$ cat config.mk
export PLATFORM = sky130hd
export DESIGN_NAME = dma_engine
export DESIGN_NICKNAME = d
export VERILOG_FILES = /design/src/dma_pkg.sv /design/src/dma_engine.sv /design/src/dma_hold_buffer.sv
export SDC_FILE = /design/constraint.sdc
export NUM_CORES = 1
export LEC_CHECK = 0
export ABC_AREA = 1
export BUFFER_PORTS_ARGS = -buffer_cell sky130_fd_sc_hd__buf_2
export CAP_MARGIN = 30
export CORE_AREA = 5 5 385 387
export CTS_CLUSTER_DIAMETER = 30
export DETAILED_ROUTE_END_ITERATION = 12
export DIE_AREA = 0 0 390 392
export HOLD_SLACK_MARGIN = 0.06
export SKIP_CTS_REPAIR_TIMING = 1
export SLEW_MARGIN = 20
export SYNTH_ARGS = -nofsm -noshare
export SYNTH_HDL_FRONTEND = slang
export SYNTH_SLANG_ARGS = --single-unit
$ cat constraint.sdc
create_clock -name core_clk_i -period 6.1 [get_ports core_clk_i]
set_input_delay 0.915 -clock core_clk_i [delete_from_list [all_inputs] [get_ports core_clk_i]]
set_output_delay 0.915 -clock core_clk_i [all_outputs]
set_load 0.005 [all_outputs]
$ cat src/dma_pkg.sv
// shared types, encodings and helper functions for the four-channel dma engine
package dma_pkg;

	// =========================================================
	// sizes and encodings
	localparam int COUNT_W = 24;
	localparam int ADDR_W = 32;
	localparam int DATA_W = 32;
	localparam logic [1:0] WIDTH_LONG = 2'h0;
	localparam logic [1:0] WIDTH_BYTE = 2'h1;
	localparam logic [1:0] WIDTH_WORD = 2'h2;
	localparam logic [1:0] WIDTH_RSVD = 2'h3;
	localparam logic [2:0] BYTES_1 = 3'h1;
	localparam logic [2:0] BYTES_2 = 3'h2;
	localparam logic [2:0] BYTES_4 = 3'h4;
	localparam logic [COUNT_W-1:0] ALIGN_THRESHOLD = 24'h000010;

	// =========================================================
	// carriers
	typedef struct packed {
		logic completion_irq_enable;
		logic peripheral_trigger_enable;
		logic cycle_steal;
		logic auto_align_enable;
		logic source_step_enable;
		logic [1:0] source_width;
		logic dest_step_enable;
		logic [1:0] dest_width;
		logic trigger_off_at_end;
		logic start;
	} channel_control_reg_type;

	typedef struct packed {
		channel_control_reg_type ctrl;
		logic [ADDR_W-1:0] source_pointer;
		logic [ADDR_W-1:0] dest_pointer;
		logic [COUNT_W-1:0] remaining_byte_count;
	} transfer_descriptor_type;

	typedef struct packed {
		logic done;
		logic source_bus_error_flag;
		logic dest_bus_error_flag;
		logic config_error;
		logic busy;
		logic pending;
	} channel_status_reg_type;

	typedef struct packed {
		logic we;
		logic [ADDR_W-1:0] addr;
		logic [1:0] size;
		logic [DATA_W-1:0] wdata;
	} bus_cmd_type;

	localparam transfer_descriptor_type DESC_RESET = '0;
	localparam channel_status_reg_type STATUS_RESET = '0;
	localparam bus_cmd_type CMD_RESET = '0;

	// =========================================================
	// helpers
	function automatic logic [2:0] width_bytes(input logic [1:0] w);
		case (w)
			WIDTH_BYTE: return BYTES_1;
			WIDTH_WORD: return BYTES_2;
			default: return BYTES_4;
		endcase
	endfunction

	function automatic logic [1:0] bytes_width(input logic [2:0] b);
		case (b)
			BYTES_1: return WIDTH_BYTE;
			BYTES_2: return WIDTH_WORD;
			default: return WIDTH_LONG;
		endcase
	endfunction

	function automatic logic [2:0] addr_align(input logic [1:0] a);
		return a[0] ? BYTES_1 : (a[1] ? BYTES_2 : BYTES_4);
	endfunction

	function automatic logic [2:0] min_bytes(input logic [2:0] a, input logic [2:0] b);
		return (a < b) ? a : b;
	endfunction

	function automatic logic [2:0] floor_bytes(input logic [COUNT_W-1:0] n);
		return (n >= 24'h000004) ? BYTES_4 : ((n >= 24'h000002) ? BYTES_2 : BYTES_1);
	endfunction

	function automatic logic [DATA_W-1:0] lane_mask(input logic [2:0] b);
		case (b)
			BYTES_1: return 32'h000000FF;
			BYTES_2: return 32'h0000FFFF;
			default: return 32'hFFFFFFFF;
		endcase
	endfunction

endpackage

$ cat src/dma_engine.sv
// four-channel dual-address dma transfer engine with fixed-priority selection
`timescale 1ns/1ps
module dma_engine #(
	parameter int NUM_CH = 4
) (
	input wire logic core_clk_i,
	input wire logic nrst_i,
	input wire logic [NUM_CH-1:0] desc_wr_i,
	input dma_pkg::transfer_descriptor_type [NUM_CH-1:0] desc_i,
	input wire logic [NUM_CH-1:0] ctrl_wr_i,
	input dma_pkg::channel_control_reg_type [NUM_CH-1:0] ctrl_i,
	input wire logic [NUM_CH-1:0] done_clr_i,
	input wire logic [NUM_CH-1:0] dreq_i,
	input wire logic bus_ack_i,
	input wire logic bus_err_i,
	input wire logic [31:0] bus_rdata_i,
	output logic bus_req_o,
	output dma_pkg::bus_cmd_type bus_cmd_o,
	output dma_pkg::transfer_descriptor_type [NUM_CH-1:0] desc_o,
	output dma_pkg::channel_status_reg_type [NUM_CH-1:0] status_o,
	output logic [NUM_CH-1:0] irq_o
);
	import dma_pkg::*;

	localparam int CH_W = (NUM_CH > 1) ? $clog2(NUM_CH) : 1;

	typedef enum logic [2:0] {ST_IDLE, ST_START, ST_READ, ST_PUSH, ST_WRITE} state_type;

	state_type state_q, state_d;
	logic [CH_W-1:0] ch_q, ch_d, win, eng_ch;
	logic [2:0] tb_q, tb_d, left_q, left_d, cnt_q, cnt_d, acc_q, acc_d, acc;
	logic [DATA_W-1:0] hold_q, hold_d;
	logic bus_req_q, bus_req_d;
	bus_cmd_type cmd_q, cmd_d;
	transfer_descriptor_type [NUM_CH-1:0] desc_all;
	channel_status_reg_type [NUM_CH-1:0] stat_all;
	transfer_descriptor_type cur, wd;
	logic [NUM_CH-1:0] want, swreq_all;
	logic found, abort, src_al, dst_al;
	logic [2:0] sb, db;
	logic eng_take, eng_ce, eng_pend, eng_release, eng_done, eng_bes, eng_bed, eng_clr_erq;
	logic eng_sar_we, eng_dar_we, eng_bcr_we;
	logic [ADDR_W-1:0] eng_sar, eng_dar;
	logic [COUNT_W-1:0] eng_bcr;
	logic buf_in_valid, buf_in_ready, buf_out_valid, buf_out_ready, buf_flush;
	logic [DATA_W-1:0] buf_out_data;

	// =========================================================
	// channel configuration checks
	// source wins alignment when its width is not smaller
	function automatic logic align_source(input channel_control_reg_type c);
		return c.auto_align_enable &&
			(width_bytes(c.source_width) >= width_bytes(c.dest_width));
	endfunction

	// reserved widths and misaligned pointers on checked sides
	function automatic logic config_bad(input transfer_descriptor_type d);
		logic s_al, d_al, mis;
		s_al = align_source(d.ctrl);
		d_al = d.ctrl.auto_align_enable && !s_al;
		mis = (!s_al && ((d.source_pointer[2:0] & (width_bytes(d.ctrl.source_width) - 3'h1))
			!= 3'h0)) || (!d_al && ((d.dest_pointer[2:0]
			& (width_bytes(d.ctrl.dest_width) - 3'h1)) != 3'h0));
		return (d.ctrl.source_width == WIDTH_RSVD) || (d.ctrl.dest_width == WIDTH_RSVD) || mis;
	endfunction

	// =========================================================
	// per-channel programming model
	for (genvar i = 0; i < NUM_CH; i++)
	begin : g_ch
		transfer_descriptor_type desc_q, desc_d;
		channel_status_reg_type st_q, st_d;
		logic swreq_q, swreq_d, irq_q, irq_d, mine;

		assign mine = (eng_ch == CH_W'(i));

		always_comb
		begin
			desc_d = desc_q;
			st_d = st_q;
			swreq_d = swreq_q;
			if (mine && eng_sar_we)
				desc_d.source_pointer = eng_sar;
			if (mine && eng_dar_we)
				desc_d.dest_pointer = eng_dar;
			if (mine && eng_bcr_we)
				desc_d.remaining_byte_count = eng_bcr;
			if (mine && eng_clr_erq)
				desc_d.ctrl.peripheral_trigger_enable = 1'b0;
			if (mine && eng_take)
				swreq_d = 1'b0;
			if (desc_wr_i[i])
				desc_d = desc_i[i];
			else if (ctrl_wr_i[i])
				desc_d.ctrl = ctrl_i[i];
			if ((desc_wr_i[i] && desc_i[i].ctrl.start) || (ctrl_wr_i[i] && ctrl_i[i].start))
				swreq_d = 1'b1;
			desc_d.ctrl.start = 1'b0;
			if (done_clr_i[i])
			begin
				st_d.done = 1'b0;
				st_d.source_bus_error_flag = 1'b0;
				st_d.dest_bus_error_flag = 1'b0;
				st_d.config_error = 1'b0;
			end
			if (mine && eng_release)
			begin
				st_d.busy = 1'b0;
				st_d.pending = 1'b0;
			end
			// hardware sets come last so a same-cycle bus or config error beats the clear; a completion is dropped by the abort
			if (mine && eng_take && !eng_ce)
				st_d.busy = 1'b1;
			if (mine && eng_pend)
				st_d.pending = 1'b1;
			if (mine && eng_ce)
				st_d.config_error = 1'b1;
			if (mine && (eng_done || eng_bes || eng_bed))
				st_d.done = 1'b1;
			if (mine && eng_bes)
				st_d.source_bus_error_flag = 1'b1;
			if (mine && eng_bed)
				st_d.dest_bus_error_flag = 1'b1;
			irq_d = desc_d.ctrl.completion_irq_enable && (st_d.done || st_d.config_error);
		end

		always_ff @(posedge core_clk_i or negedge nrst_i)
		begin
			if (!nrst_i)
			begin
				desc_q <= DESC_RESET;
				st_q <= STATUS_RESET;
				swreq_q <= 1'b0;
				irq_q <= 1'b0;
			end
			else
			begin
				desc_q <= desc_d;
				st_q <= st_d;
				swreq_q <= swreq_d;
				irq_q <= irq_d;
			end
		end

		assign desc_all[i] = desc_q;
		assign stat_all[i] = st_q;
		assign swreq_all[i] = swreq_q;
		assign irq_o[i] = irq_q;
		assign want[i] = !st_q.done && !st_q.config_error && (swreq_q
			|| (desc_q.ctrl.peripheral_trigger_enable && dreq_i[i]));
	end

	assign desc_o = desc_all;
	assign status_o = stat_all;
	assign bus_req_o = bus_req_q;
	assign bus_cmd_o = cmd_q;

	// =========================================================
	// arbitration
	// lowest number wins
	always_comb
	begin
		win = '0;
		found = 1'b0;
		for (int i = NUM_CH - 1; i >= 0; i--)
		begin
			if (want[i])
			begin
				win = CH_W'(i);
				found = 1'b1;
			end
		end
	end

	// =========================================================
	// transfer sequencer
	assign cur = desc_all[ch_q];
	assign wd = desc_all[win];
	assign sb = width_bytes(cur.ctrl.source_width);
	assign db = width_bytes(cur.ctrl.dest_width);
	assign src_al = align_source(cur.ctrl);
	assign dst_al = cur.ctrl.auto_align_enable && !src_al;
	// done write stops the active channel
	assign abort = (state_q != ST_IDLE) && done_clr_i[ch_q];

	// largest legal size per access, capped by side width
	always_comb
	begin
		if (state_q == ST_WRITE)
			acc = min_bytes(min_bytes(db, floor_bytes(COUNT_W'(left_q))),
				cur.ctrl.auto_align_enable ? addr_align(cur.dest_pointer[1:0]) : BYTES_4);
		else
			acc = min_bytes(min_bytes(sb, floor_bytes(COUNT_W'(left_q))),
				cur.ctrl.auto_align_enable ? addr_align(cur.source_pointer[1:0]) : BYTES_4);
	end

	always_comb
	begin
		state_d = state_q;
		ch_d = ch_q;
		tb_d = tb_q;
		left_d = left_q;
		cnt_d = cnt_q;
		acc_d = acc_q;
		hold_d = hold_q;
		bus_req_d = bus_req_q;
		cmd_d = cmd_q;
		eng_ch = (state_q == ST_IDLE) ? win : ch_q;
		{eng_take, eng_ce, eng_pend, eng_release, eng_done} = 5'h00;
		{eng_bes, eng_bed, eng_clr_erq, eng_sar_we, eng_dar_we, eng_bcr_we} = 6'h00;
		eng_sar = cur.source_pointer + ADDR_W'(acc_q);
		eng_dar = cur.dest_pointer + ADDR_W'(acc_q);
		eng_bcr = cur.remaining_byte_count - COUNT_W'(tb_q);
		buf_in_valid = 1'b0;
		buf_out_ready = 1'b0;
		buf_flush = 1'b0;
		unique case (state_q)
			ST_IDLE:
			begin
				if (found)
				begin
					eng_take = 1'b1;
					ch_d = win;
					if (config_bad(wd))
						eng_ce = 1'b1;
					else
						state_d = ST_START;
				end
			end
			ST_START:
			begin
				if (cur.remaining_byte_count == '0)
				begin
					eng_done = 1'b1;
					eng_release = 1'b1;
					state_d = ST_IDLE;
				end
				else
				begin
					// auto-aligned transfer size from address, then count
					if (!cur.ctrl.auto_align_enable)
						tb_d = (sb > db) ? sb : db;
					else
					begin
						tb_d = min_bytes(src_al ? sb : db, addr_align(src_al ?
							cur.source_pointer[1:0] : cur.dest_pointer[1:0]));
						if (cur.remaining_byte_count < ALIGN_THRESHOLD)
							tb_d = min_bytes(tb_d, floor_bytes(cur.remaining_byte_count));
					end
					left_d = tb_d;
					cnt_d = 3'h0;
					hold_d = '0;
					eng_pend = 1'b1;
					state_d = ST_READ;
				end
			end
			ST_READ:
			begin
				if (!bus_req_q)
				begin
					bus_req_d = 1'b1;
					acc_d = acc;
					cmd_d = '{we: 1'b0, addr: cur.source_pointer, size: bytes_width(acc), wdata: '0};
				end
				else if (bus_err_i)
				begin
					bus_req_d = 1'b0;
					eng_bes = 1'b1;
					eng_release = 1'b1;
					state_d = ST_IDLE;
				end
				else if (bus_ack_i)
				begin
					bus_req_d = 1'b0;
					hold_d = hold_q | ((bus_rdata_i & lane_mask(acc_q)) << {cnt_q, 3'h0});
					cnt_d = cnt_q + acc_q;
					left_d = left_q - acc_q;
					eng_sar_we = cur.ctrl.source_step_enable || src_al;
					if (left_q == acc_q)
						state_d = ST_PUSH;
				end
			end
			ST_PUSH:
			begin
				buf_in_valid = 1'b1;
				if (buf_in_ready)
				begin
					left_d = tb_q;
					cnt_d = 3'h0;
					state_d = ST_WRITE;
				end
			end
			// dest writes drain the held word
			ST_WRITE:
			begin
				if (!bus_req_q)
				begin
					if (buf_out_valid)
					begin
						bus_req_d = 1'b1;
						acc_d = acc;
						cmd_d = '{we: 1'b1, addr: cur.dest_pointer, size: bytes_width(acc),
							wdata: buf_out_data >> {cnt_q, 3'h0}};
					end
				end
				else if (bus_err_i)
				begin
					bus_req_d = 1'b0;
					buf_out_ready = 1'b1;
					eng_bed = 1'b1;
					eng_release = 1'b1;
					state_d = ST_IDLE;
				end
				else if (bus_ack_i)
				begin
					bus_req_d = 1'b0;
					cnt_d = cnt_q + acc_q;
					left_d = left_q - acc_q;
					eng_dar_we = cur.ctrl.dest_step_enable || dst_al;
					if (left_q == acc_q)
					begin
						buf_out_ready = 1'b1;
						eng_bcr_we = 1'b1;
						if (eng_bcr == '0)
						begin
							eng_done = 1'b1;
							eng_clr_erq = cur.ctrl.trigger_off_at_end;
							eng_release = 1'b1;
							state_d = ST_IDLE;
						end
						else if (cur.ctrl.cycle_steal)
						begin
							eng_release = 1'b1;
							state_d = ST_IDLE;
						end
						else
							state_d = ST_START;
					end
				end
			end
		endcase
		if (abort)
		begin
			bus_req_d = 1'b0;
			buf_flush = 1'b1;
			eng_release = 1'b1;
			{eng_sar_we, eng_dar_we, eng_bcr_we, eng_done} = 4'h0;
			state_d = ST_IDLE;
		end
	end

	always_ff @(posedge core_clk_i or negedge nrst_i)
	begin
		if (!nrst_i)
		begin
			state_q <= ST_IDLE;
			ch_q <= '0;
			tb_q <= 3'h0;
			left_q <= 3'h0;
			cnt_q <= 3'h0;
			acc_q <= 3'h0;
			hold_q <= '0;
			bus_req_q <= 1'b0;
			cmd_q <= CMD_RESET;
		end
		else
		begin
			state_q <= state_d;
			ch_q <= ch_d;
			tb_q <= tb_d;
			left_q <= left_d;
			cnt_q <= cnt_d;
			acc_q <= acc_d;
			hold_q <= hold_d;
			bus_req_q <= bus_req_d;
			cmd_q <= cmd_d;
		end
	end

	// =========================================================
	// holding buffer between read and write phases
	// a stalled write side blocks the push state, so no word is lost
	dma_hold_buffer #(
		.WIDTH(DATA_W),
		.DEPTH(2)
	) u_hold (
		.core_clk_i(core_clk_i),
		.nrst_i(nrst_i),
		.flush_i(buf_flush),
		.in_valid_i(buf_in_valid),
		.in_ready_o(buf_in_ready),
		.in_data_i(hold_q),
		.out_valid_o(buf_out_valid),
		.out_ready_i(buf_out_ready),
		.out_data_o(buf_out_data)
	);

endmodule // dma_engine

$ cat src/dma_hold_buffer.sv
// small fifo holding assembled transfer data between read and write phases
`timescale 1ns/1ps
module dma_hold_buffer #(
	parameter int WIDTH = 32,
	parameter int DEPTH = 2
) (
	input wire logic core_clk_i,
	input wire logic nrst_i,
	input wire logic flush_i,
	input wire logic in_valid_i,
	output logic in_ready_o,
	input wire logic [WIDTH-1:0] in_data_i,
	output logic out_valid_o,
	input wire logic out_ready_i,
	output logic [WIDTH-1:0] out_data_o
);
	localparam int PW = (DEPTH > 1) ? $clog2(DEPTH) : 1;

	logic [WIDTH-1:0] mem_q [DEPTH];
	logic [PW-1:0] wr_q, wr_d, rd_q, rd_d;
	logic [PW:0] cnt_q, cnt_d;
	logic push, pop;

	// =========================================================
	// pointers and occupancy
	assign in_ready_o = (cnt_q != (PW+1)'(DEPTH));
	assign out_valid_o = (cnt_q != '0);
	assign out_data_o = mem_q[rd_q];
	assign push = in_valid_i & in_ready_o;
	assign pop = out_valid_o & out_ready_i;

	// wrap pointers by depth so non power of two depths stay honest
	always_comb
	begin
		wr_d = wr_q;
		rd_d = rd_q;
		cnt_d = cnt_q;
		if (push)
			wr_d = (wr_q == PW'(DEPTH-1)) ? '0 : wr_q + PW'(1);
		if (pop)
			rd_d = (rd_q == PW'(DEPTH-1)) ? '0 : rd_q + PW'(1);
		cnt_d = cnt_q + (PW+1)'(push) - (PW+1)'(pop);
		if (flush_i)
		begin
			wr_d = '0;
			rd_d = '0;
			cnt_d = '0;
		end
	end

	always_ff @(posedge core_clk_i or negedge nrst_i)
	begin
		if (!nrst_i)
		begin
			wr_q <= '0;
			rd_q <= '0;
			cnt_q <= '0;
		end
		else
		begin
			wr_q <= wr_d;
			rd_q <= rd_d;
			cnt_q <= cnt_d;
		end
	end

	// storage carries no reset, its contents are qualified by the count
	always_ff @(posedge core_clk_i)
	begin
		if (push)
			mem_q[wr_q] <= in_data_i;
	end

endmodule // dma_hold_buffer

# --- Word-level counts from Yosys, hierarchy flattened ---
# Memory sizes are Yosys's and may differ from the RTL's.
# Cells that the tools add are included.
totals:
  n_memories: 1
  word_cells: 578
  reg_bits: 549
  inputBits: 500
  output_inout_bits: 496
  mem_bits_rw: 64
memory_table:
  columns: ["memory", "words", "word_bits", "read_ports", "rd_clocked_by_memory_dff", "wr", "line_no", "rtl"]
  rows:
  - ["u_hold.mem_q", 2, 32, 1, 0, 1, "dma_hold_buffer.sv:19", "logic [WIDTH-1:0] mem_q [DEPTH];"]
classes:
  reduce_logical: 171
  n_lt_le_gt_ge: 16
  n_shift: 2
  n_bitwise: 7
  n_mux: 232
  n_eq_ne: 43
  add_sub_neg: 11
ops:
  columns: ["op", "n"]
  rows:
  - ["32-bit two-way mux", 16]
  - ["100-bit binary-select mux with 2-bit select", 2]
  - ["88-bit two-way mux", 4]
  - ["67-bit two-way mux", 3]
  - ["3-bit two-way mux", 50]
  - ["67-bit case mux with 2 select lines", 1]
  - ["32-bit case mux with 2 select lines", 2]
  - ["1-bit two-way mux", 109]
  - ["98-bit two-way mux", 1]
  - ["97-bit two-way mux", 1]
  - ["12-bit two-way mux", 8]
  - ["24-bit two-way mux", 4]
  - ["2-bit nonzero test", 41]
  - ["1-bit logical AND", 79]
  - ["32-bit by 3-bit adder with 32-bit output", 2]
  - ["24-bit zero test", 2]
  - ["32-bit AND", 1]
  - ["32-bit OR", 1]
  - ["32-bit by 6-bit << shifter with 32-bit output", 1]
  - ["32-bit by 6-bit >> shifter with 32-bit output", 1]
  - ["3-bit case mux with 2 select lines", 5]
  - ["2-bit two-way mux", 14]
  - ["3-bit nonzero test", 9]
  - ["24-bit by 2-bit >= comparator with 1-bit output (second input constant)", 1]
  - ["47 further kinds", 124]

# --- Depth between registers and ports, before layout ---
depth:
  ltp_word: 28
  mapped_depth: 41
  mapped_depth_nobuf: 34

# --- By module ---
# Synthesis repeated with hierarchy kept, for this count alone.
hier_totals:
  cells_unflattened: 4336
  area_unflattened_um2: 34110.2
by_module_without_submodules:
  columns: ["module", "instances", "area_each_um2", "cells_each", "seq_area_each_um2"]
  rows:
  - ["dma_engine", 1, 31483.9, 4135, 13638.1]
  - ["dma_hold_buffer", 1, 2626.3, 201, 2021.9]

# --- Worst setup path before layout ---
# No wires, ideal clock.
synth_timing:
  kind: "flip-flop to flip-flop"
  start: "reg ch_q[0]"
  end: "reg left_q[2]"
  n_path_buf: 9
  path_stages_with_launch: 37
  required_ps: 6018
  setup_ps: 82
  period_less_slack_ps: 5453
  t_arrival_ps: 5371
  slack_ps: 647
  path_cell_list: "dfrtp_1 buf_6 buf_6 buf_6 buf_2 buf_4 buf_2 buf_2 buf_1 nand2_1 a32oi_1 inv_1 ha_1 inv_1 ha_1 inv_1 o2111ai_1 nand2_1 buf_2 nand2_1 o21ai_0 or2_1 ha_1 nand2_1 inv_1 nand2_1 nand2_1 nand2_1 o21ai_0 inv_1 ha_1 a21oi_1 or2_4 or2_0 a22oi_2 nand2_1 a22oi_2"
synth_between:
  elab_chain_cells: 17
  elab_cells_between_ends: 32
  cone_classes: "order compare (7); eq/ne (5); mux (17); reduce/logical (3)"
synth_lines:
  columns: ["element", "line_no", "rtl"]
  rows:
  - ["start: declaration", "dma_engine.sv:30", "logic [CH_W-1:0] ch_q, ch_d, win, eng_ch;"]
  - ["start signal: assignment", "dma_engine.sv:369", "ch_q <= ch_d;"]
  - ["100-bit binary-select mux with 2-bit select *", "dma_engine.sv:177", "assign cur = desc_all[ch_q];"]
  - ["98-bit two-way mux (not written as such) *", "dma_engine.sv:177", null]
  - ["2-bit equality test or 2-bit by 1-bit equality test with 1-bit output (tied branches)", "dma_pkg.sv:63", "case (w)"]
  - ["3-bit case mux with 2 select lines", "dma_pkg.sv:63", null]
  - ["3-bit >= comparator", "dma_engine.sv:53", "(width_bytes(c.source_width) >= width_bytes(c.dest_width));"]
  - ["1-bit logical AND", "dma_engine.sv:52", "return c.auto_align_enable &&"]
  - ["2-bit two-way mux", "dma_engine.sv:245", "tb_d = min_bytes(src_al ? sb : db, addr_align(src_al ?"]
  - ["3-bit two-way mux (2 in a row)", "dma_pkg.sv:79", "return a[0] ? BYTES_1 : (a[1] ? BYTES_2 : BYTES_4);"]
  - ["3-bit < comparator", "dma_pkg.sv:83", "return (a < b) ? a : b;"]
  - ["3-bit two-way mux", "dma_pkg.sv:83", null]
  - ["3-bit < comparator", "dma_pkg.sv:83", null]
  - ["3-bit two-way mux", "dma_pkg.sv:83", null]
  - ["3-bit two-way mux", "dma_engine.sv:247", "if (cur.remaining_byte_count < ALIGN_THRESHOLD)"]
  - ["3-bit two-way mux", "dma_engine.sv:241", "if (!cur.ctrl.auto_align_enable)"]
  - ["3-bit two-way mux", "dma_engine.sv:232", "if (cur.remaining_byte_count == '0)"]
  - ["3-bit case mux with 3 select lines", "dma_engine.sv:217", "unique case (state_q)"]
  - ["end signal: assignment", "dma_engine.sv:371", "left_q <= left_d;"]
  - ["end: declaration", "dma_engine.sv:31", "logic [2:0] tb_q, tb_d, left_q, left_d, cnt_q, cnt_d, acc_q, acc_d, acc;"]
# Mark *: on every way between the ends. The rest lies on a longest branch, timed or not. The select of a mux whose other input is x is not followed.
# A chain may end at the register's enable or synchronous reset.

# --- Worst setup path after layout ---
layout_timing:
  start: "reg ch_q[1]"
  end: "reg g_ch[2].desc_q, in the netlist desc_o[287]"
layout_between:
  elab_chain_cells: 14
  elab_cells_between_ends: 26
  cone_classes: "add/sub (1); order compare (1); eq/ne (5); mux (14); reduce/logical (5)"
layout_lines:
  columns: ["element", "line_no", "rtl"]
  rows:
  - ["100-bit binary-select mux with 2-bit select", "dma_engine.sv:177", null]
  - ["98-bit two-way mux (not written as such)", "dma_engine.sv:177", null]
  - ["2-bit equality test or 2-bit by 1-bit equality test with 1-bit output (tied branches)", "dma_pkg.sv:63", null]
  - ["3-bit case mux with 2 select lines", "dma_pkg.sv:63", null]
  - ["3-bit >= comparator", "dma_engine.sv:53", null]
  - ["1-bit logical AND", "dma_engine.sv:52", null]
  - ["1-bit logical OR", "dma_engine.sv:278", "eng_sar_we = cur.ctrl.source_step_enable || src_al;"]
  - ["1-bit two-way mux", "dma_engine.sv:272", "else if (bus_ack_i)"]
  - ["1-bit two-way mux", "dma_engine.sv:265", "else if (bus_err_i)"]
  - ["1-bit two-way mux", "dma_engine.sv:259", "if (!bus_req_q)"]
  - ["1-bit two-way mux", "dma_engine.sv:217", null]
  - ["1-bit two-way mux", "dma_engine.sv:342", "if (abort)"]
  - ["1-bit logical AND", "dma_engine.sv:82", "if (mine && eng_sar_we)"]
  - ["2-bit nonzero test (no source line)", null, null]
  - ["end signal: assignment", "dma_engine.sv:138", "desc_q <= desc_d;"]
  - ["end: declaration", "dma_engine.sv:71", "transfer_descriptor_type desc_q, desc_d;"]
# Parallel ways exist; a longest one is shown, timed or not. The select of a mux whose other input is x is not followed.

==> metrics.md <==
| Metric | Value |
|---|---|
| Final Max Tran Viols | `0` |
| RSZ-0062 raised after global routing | `no` |
| Core Area | `around 140000 um2` |
| Unique masters post-synth | `slightly above 70` |
| Outcome | `finished, final reports clean` |
| Syn Area/Cell | `between 7 and 8 um2` |
| Die height | `just under 400 um` |
| CTS Sinks | `approximately 600` |
| First-pass GRT wire length | `between 200 and 300 mm` |
| Final Hold Vio Count | `0` |
| Relative slew slack | `29.40%` |
| Minimum clock period | `5.433 ns` |
| First-pass iteration count of the detailed router | `8` |
| Vias in the first global route | `between 30000 and 40000` |
| Drt total wl | `between 200 and 250 mm` |
| Initial Utilization | `23.43%` |
| WP data arrival | `just over 6 ns` |
| Critical path required time | `roughly 6.7 ns` |
| Seq cells post-synth | `slightly above 600` |
| Worst Setup Start Kind | `flop` |
| Horiz. Die Dim | `around 400 um` |
| Tcrit/Tclk final | `between 80 and 90%` |
| Pin count of the biggest net entering global routing | `144` |
| WS Path Type | `reg2reg` |
| Grt ovf | `0` |
| Slowest stage cell on the critical path | `o22ai_1` |
| Fmax | `about 0.18 GHz` |
| Row cnt | `140` |
| Synth Area in Compound Gates | `17.40%` |
| Setup tns final | `0 ns` |
| Post-synth EDFFs | `64` |
| YS warnings | `0` |
| LEAKAGE | `~23 nW` |
| CP endpoint kind | `flop` |
| Peak VDD IR | `246.3 uV` |
| GP Congestion | `between 0.9 and 1` |
| DP HPWL | `between 150 and 200 mm` |
| Cell Area, Synth | `around 34000 um2` |
| Post-route ant nets | `0` |
| Port buffer count | `just under 1000` |
| Xor/xnor share of the synthesized area | `roughly 1.7%` |
| Number of CTS-inserted buffers | `170` |
| Initial antenna violation count | `32` |
| CP dominant cell by count | `nand2_1` |
| Dominant combinational cell family by area after synthesis | `simple AND/OR/NAND/NOR gates` |
| Routed vias | `37700` |
| Ys async rst share | `between 80 and 90%` |
| Clock root buffer master | `clkbuf_16` |
| Crit path max fanout | `just over 40` |
| Worst-path cell chain | `buf_4 -> buf_4 -> o21ai_0 -> o22ai_1 -> ha_1 -> inv_1 -> nand2_1 -> a31oi_1 -> inv_1 -> nand2_1 -> nor2_2 -> nand2_1 -> nor2_2 -> inv_2 -> nor3_2 -> nand2_1 -> nor2_2 -> nand2_1 -> xor2_1 -> inv_2 -> o221ai_1` |
| Boundary Pins | `996` |
| Adder-cell share of the synthesized area | `under 10%` |
| Cells after Synth | `approximately 4300` |
| Clock Tree Buf Depth | `3` |
| Total GRT Usage | `25.66%` |
| Post-layout util | `about 32%` |
| Power Dens Cells | `approximately 530 nW/um2` |
| Final hold slack | `~0.084 ns` |
| Slew of the pin with the lowest slew margin | `roughly 1.1 ns` |
| TritonCTS clock tree | `yes` |
| Layout area overhead | `38.73%` |
| Fin Clk Skew | `between 0.07 and 0.08 ns` |
| Avg Vias per Cell | `between 5 and 6` |
| Mux contribution to synthesized area | `less than 1%` |
| DRC | `0` |
| Share of cells above drive strength 1 | `between 20 and 30%` |
| Htree depth | `4` |
| Reg clk slew, reported paths | `about 0.05 ns` |
| Drt wl/cell | `~28 um` |
| Top FF cell, synth | `dfrtp_1` |
| Max-Cap Viols | `0` |
| Sequential share of the synthesized area | `46.26%` |
| Die area | `between 150000 and 200000 um2` |
| Hold Crit Class | `in2async` |
| Synth Area in Simple Gates | `a little under a quarter` |
| Nets | `slightly below 6000` |
| DR iter-0 viols | `approximately 4400` |
| Setup Viol. Count Final | `0` |
| Clk_lat worst skew | `approximately 0.8 ns` |
| CP peak stage delay | `between 0.6 and 0.7 ns` |
==> cell families after synthesis <==
kind of cell,Yosys count
AND/OR/NAND/NOR,1955
AO/OA/AOI/OAI,908
buffers and inverters,641
flip-flops,613
XOR/XNOR,65
adder cells (fa/ha/maj),52
multiplexers,22
other,1
==> sequential cells by signal, summed over array words and instances, names as in the netlist, 4 cells and up <==
signal / count
u_hold.mem_q: 64
bus_cmd_o: 67
status_o: 24
g_ch.irq_q: 4
hold_q: 32
desc_o: 396
g_ch.swreq_q: 4
==> final cells by class <==
cell class | count | area [um2]
inverter | 401 | 1515
fill | 15410 | 97550
clock inverter | 90 | 1335
antenna | 18 | 45.04
multi-input combinational | 3006 | 15530
timing repair buffer | 1073 | 5713
clock buffer | 227 | 4758
sequential | 613 | 15670
tap | 1917 | 2399
==> Yosys cell counts, types with 4 or more instances <==
master | number | area share (%)
nand2_1 | 1350 | 15
dfrtp_1 | 549 | 41
inv_1 | 370 | 4.1
o211ai_1 | 266 | 5.9
nor2_1 | 259 | 2.9
o21ai_0 | 225 | 3.3
nand3_1 | 202 | 3.0
a21oi_1 | 176 | 2.6
clkbuf_1 | 137 | 1.5
o221ai_1 | 76 | 2.0
edfxtp_1 | 64 | 5.7
buf_2 | 49 | 0.72
ha_1 | 47 | 1.7
o22ai_1 | 41 | 0.76
xor2_1 | 32 | 0.83
xnor2_1 | 30 | 0.78
nand4_1 | 27 | 0.50
inv_2 | 25 | 0.28
a31oi_1 | 22 | 0.41
buf_4 | 22 | 0.49
mux2i_1 | 22 | 0.65
nor2_2 | 22 | 0.41
nor3_1 | 22 | 0.33
buf_6 | 19 | 0.63
o21ai_1 | 19 | 0.28
nand2_2 | 18 | 0.33
a22oi_1 | 12 | 0.27
a32oi_1 | 11 | 0.28
buf_1 | 11 | 0.12
nor2_4 | 11 | 0.37
or2_2 | 11 | 0.20
a22o_1 | 9 | 0.23
a32o_1 | 8 | 0.24
o21a_1 | 8 | 0.18
o22a_1 | 8 | 0.21
nand3_2 | 6 | 0.18
and2_1 | 5 | 0.092
clkinv_1 | 5 | 0.055
fa_1 | 5 | 0.30
nor3_2 | 5 | 0.15
o21ai_2 | 4 | 0.10
o21bai_1 | 4 | 0.089
==> power breakdown <==
part           leakage (nW)  internal, W  switching (W)
Sequential             7.35      0.00484       0.000615
Combinational          12.4      0.00291        0.00725
Clock                  2.91      0.00634        0.00300
Total                  22.6       0.0141         0.0109
==> worst max-delay path: cells and delay by family, from the launching register on <==
kind | cells | cell delay, ns
XOR/XNOR | 1 | 0.16
AO/OA/AOI/OAI | 4 | 1.25
buffers and inverters | 6 | 1.53
AND/OR/NAND/NOR | 9 | 1.57
adder cells (fa/ha/maj) | 1 | 0.26
flip-flops | 1 | 0.43
==> per-layer routing <==
metal | track usage [%] | share of wire [%]
met5 | 0 | 0.018
met4 | 10.39 | 4.4
met3 | 8.287 | 11
met2 | 39.42 | 44
met1 | 33.38 | 41
==> cells in the final DEF (no fill, tap or decap), types with 29 or more instances in the layout <==
master	Yosys	final
xnor2_1	30	30
edfxtp_1	64	64
o22ai_1	41	41
nor2_1	259	255
inv_1	370	368
buf_2	49	986
xor2_1	32	32
buf_4	22	75
o221ai_1	76	76
clkbuf_8	0	29
a21oi_1	176	175
ha_1	47	47
clkbuf_16	0	170
nand2_1	1350	1350
o211ai_1	266	266
o21ai_0	225	225
dfrtp_1	549	546
nand3_1	202	198
==> worst paths after layout <==
kind | startpoint | endpoint | slack [ns] | depth (start not counted)
worst min register to register | hold_q[6] | u_hold.mem_q[0][6] | 0.46 | 0
min in group core_clk_i | desc_i[243] | desc_o[243] | 0.32 | 3
worst max register to register | ch_q[1] | desc_o[287] | 0.67 | 21
worst min-delay path | nrst_i | desc_o[291] | 0.08 | 1
worst max-delay path | ch_q[1] | desc_o[287] | 0.67 | 21
max in group asynchronous | nrst_i | desc_o[366] | 4.55 | 2
==> metrics by stage <==
| step | cells | total power [W] | setup WS, ns | area [um2] |
|---|---|---|---|---|
| floorplan | 4260 | 0.01141 | 0.6471 | 33870 |
| global placement | 7005 | 0.01544 | 0.4024 | 40760 |
| detailed placement | 7007 | 0.01552 | 0.4289 | 40790 |
| CTS | 7324 | 0.02495 | 0.4542 | 46880 |
| global route | 7336 | 0.02626 | 0.3449 | 46940 |
| finish | 7345 | 0.02496 | 0.6666 | 46970 |
Power figures use the tool's default switching activity.
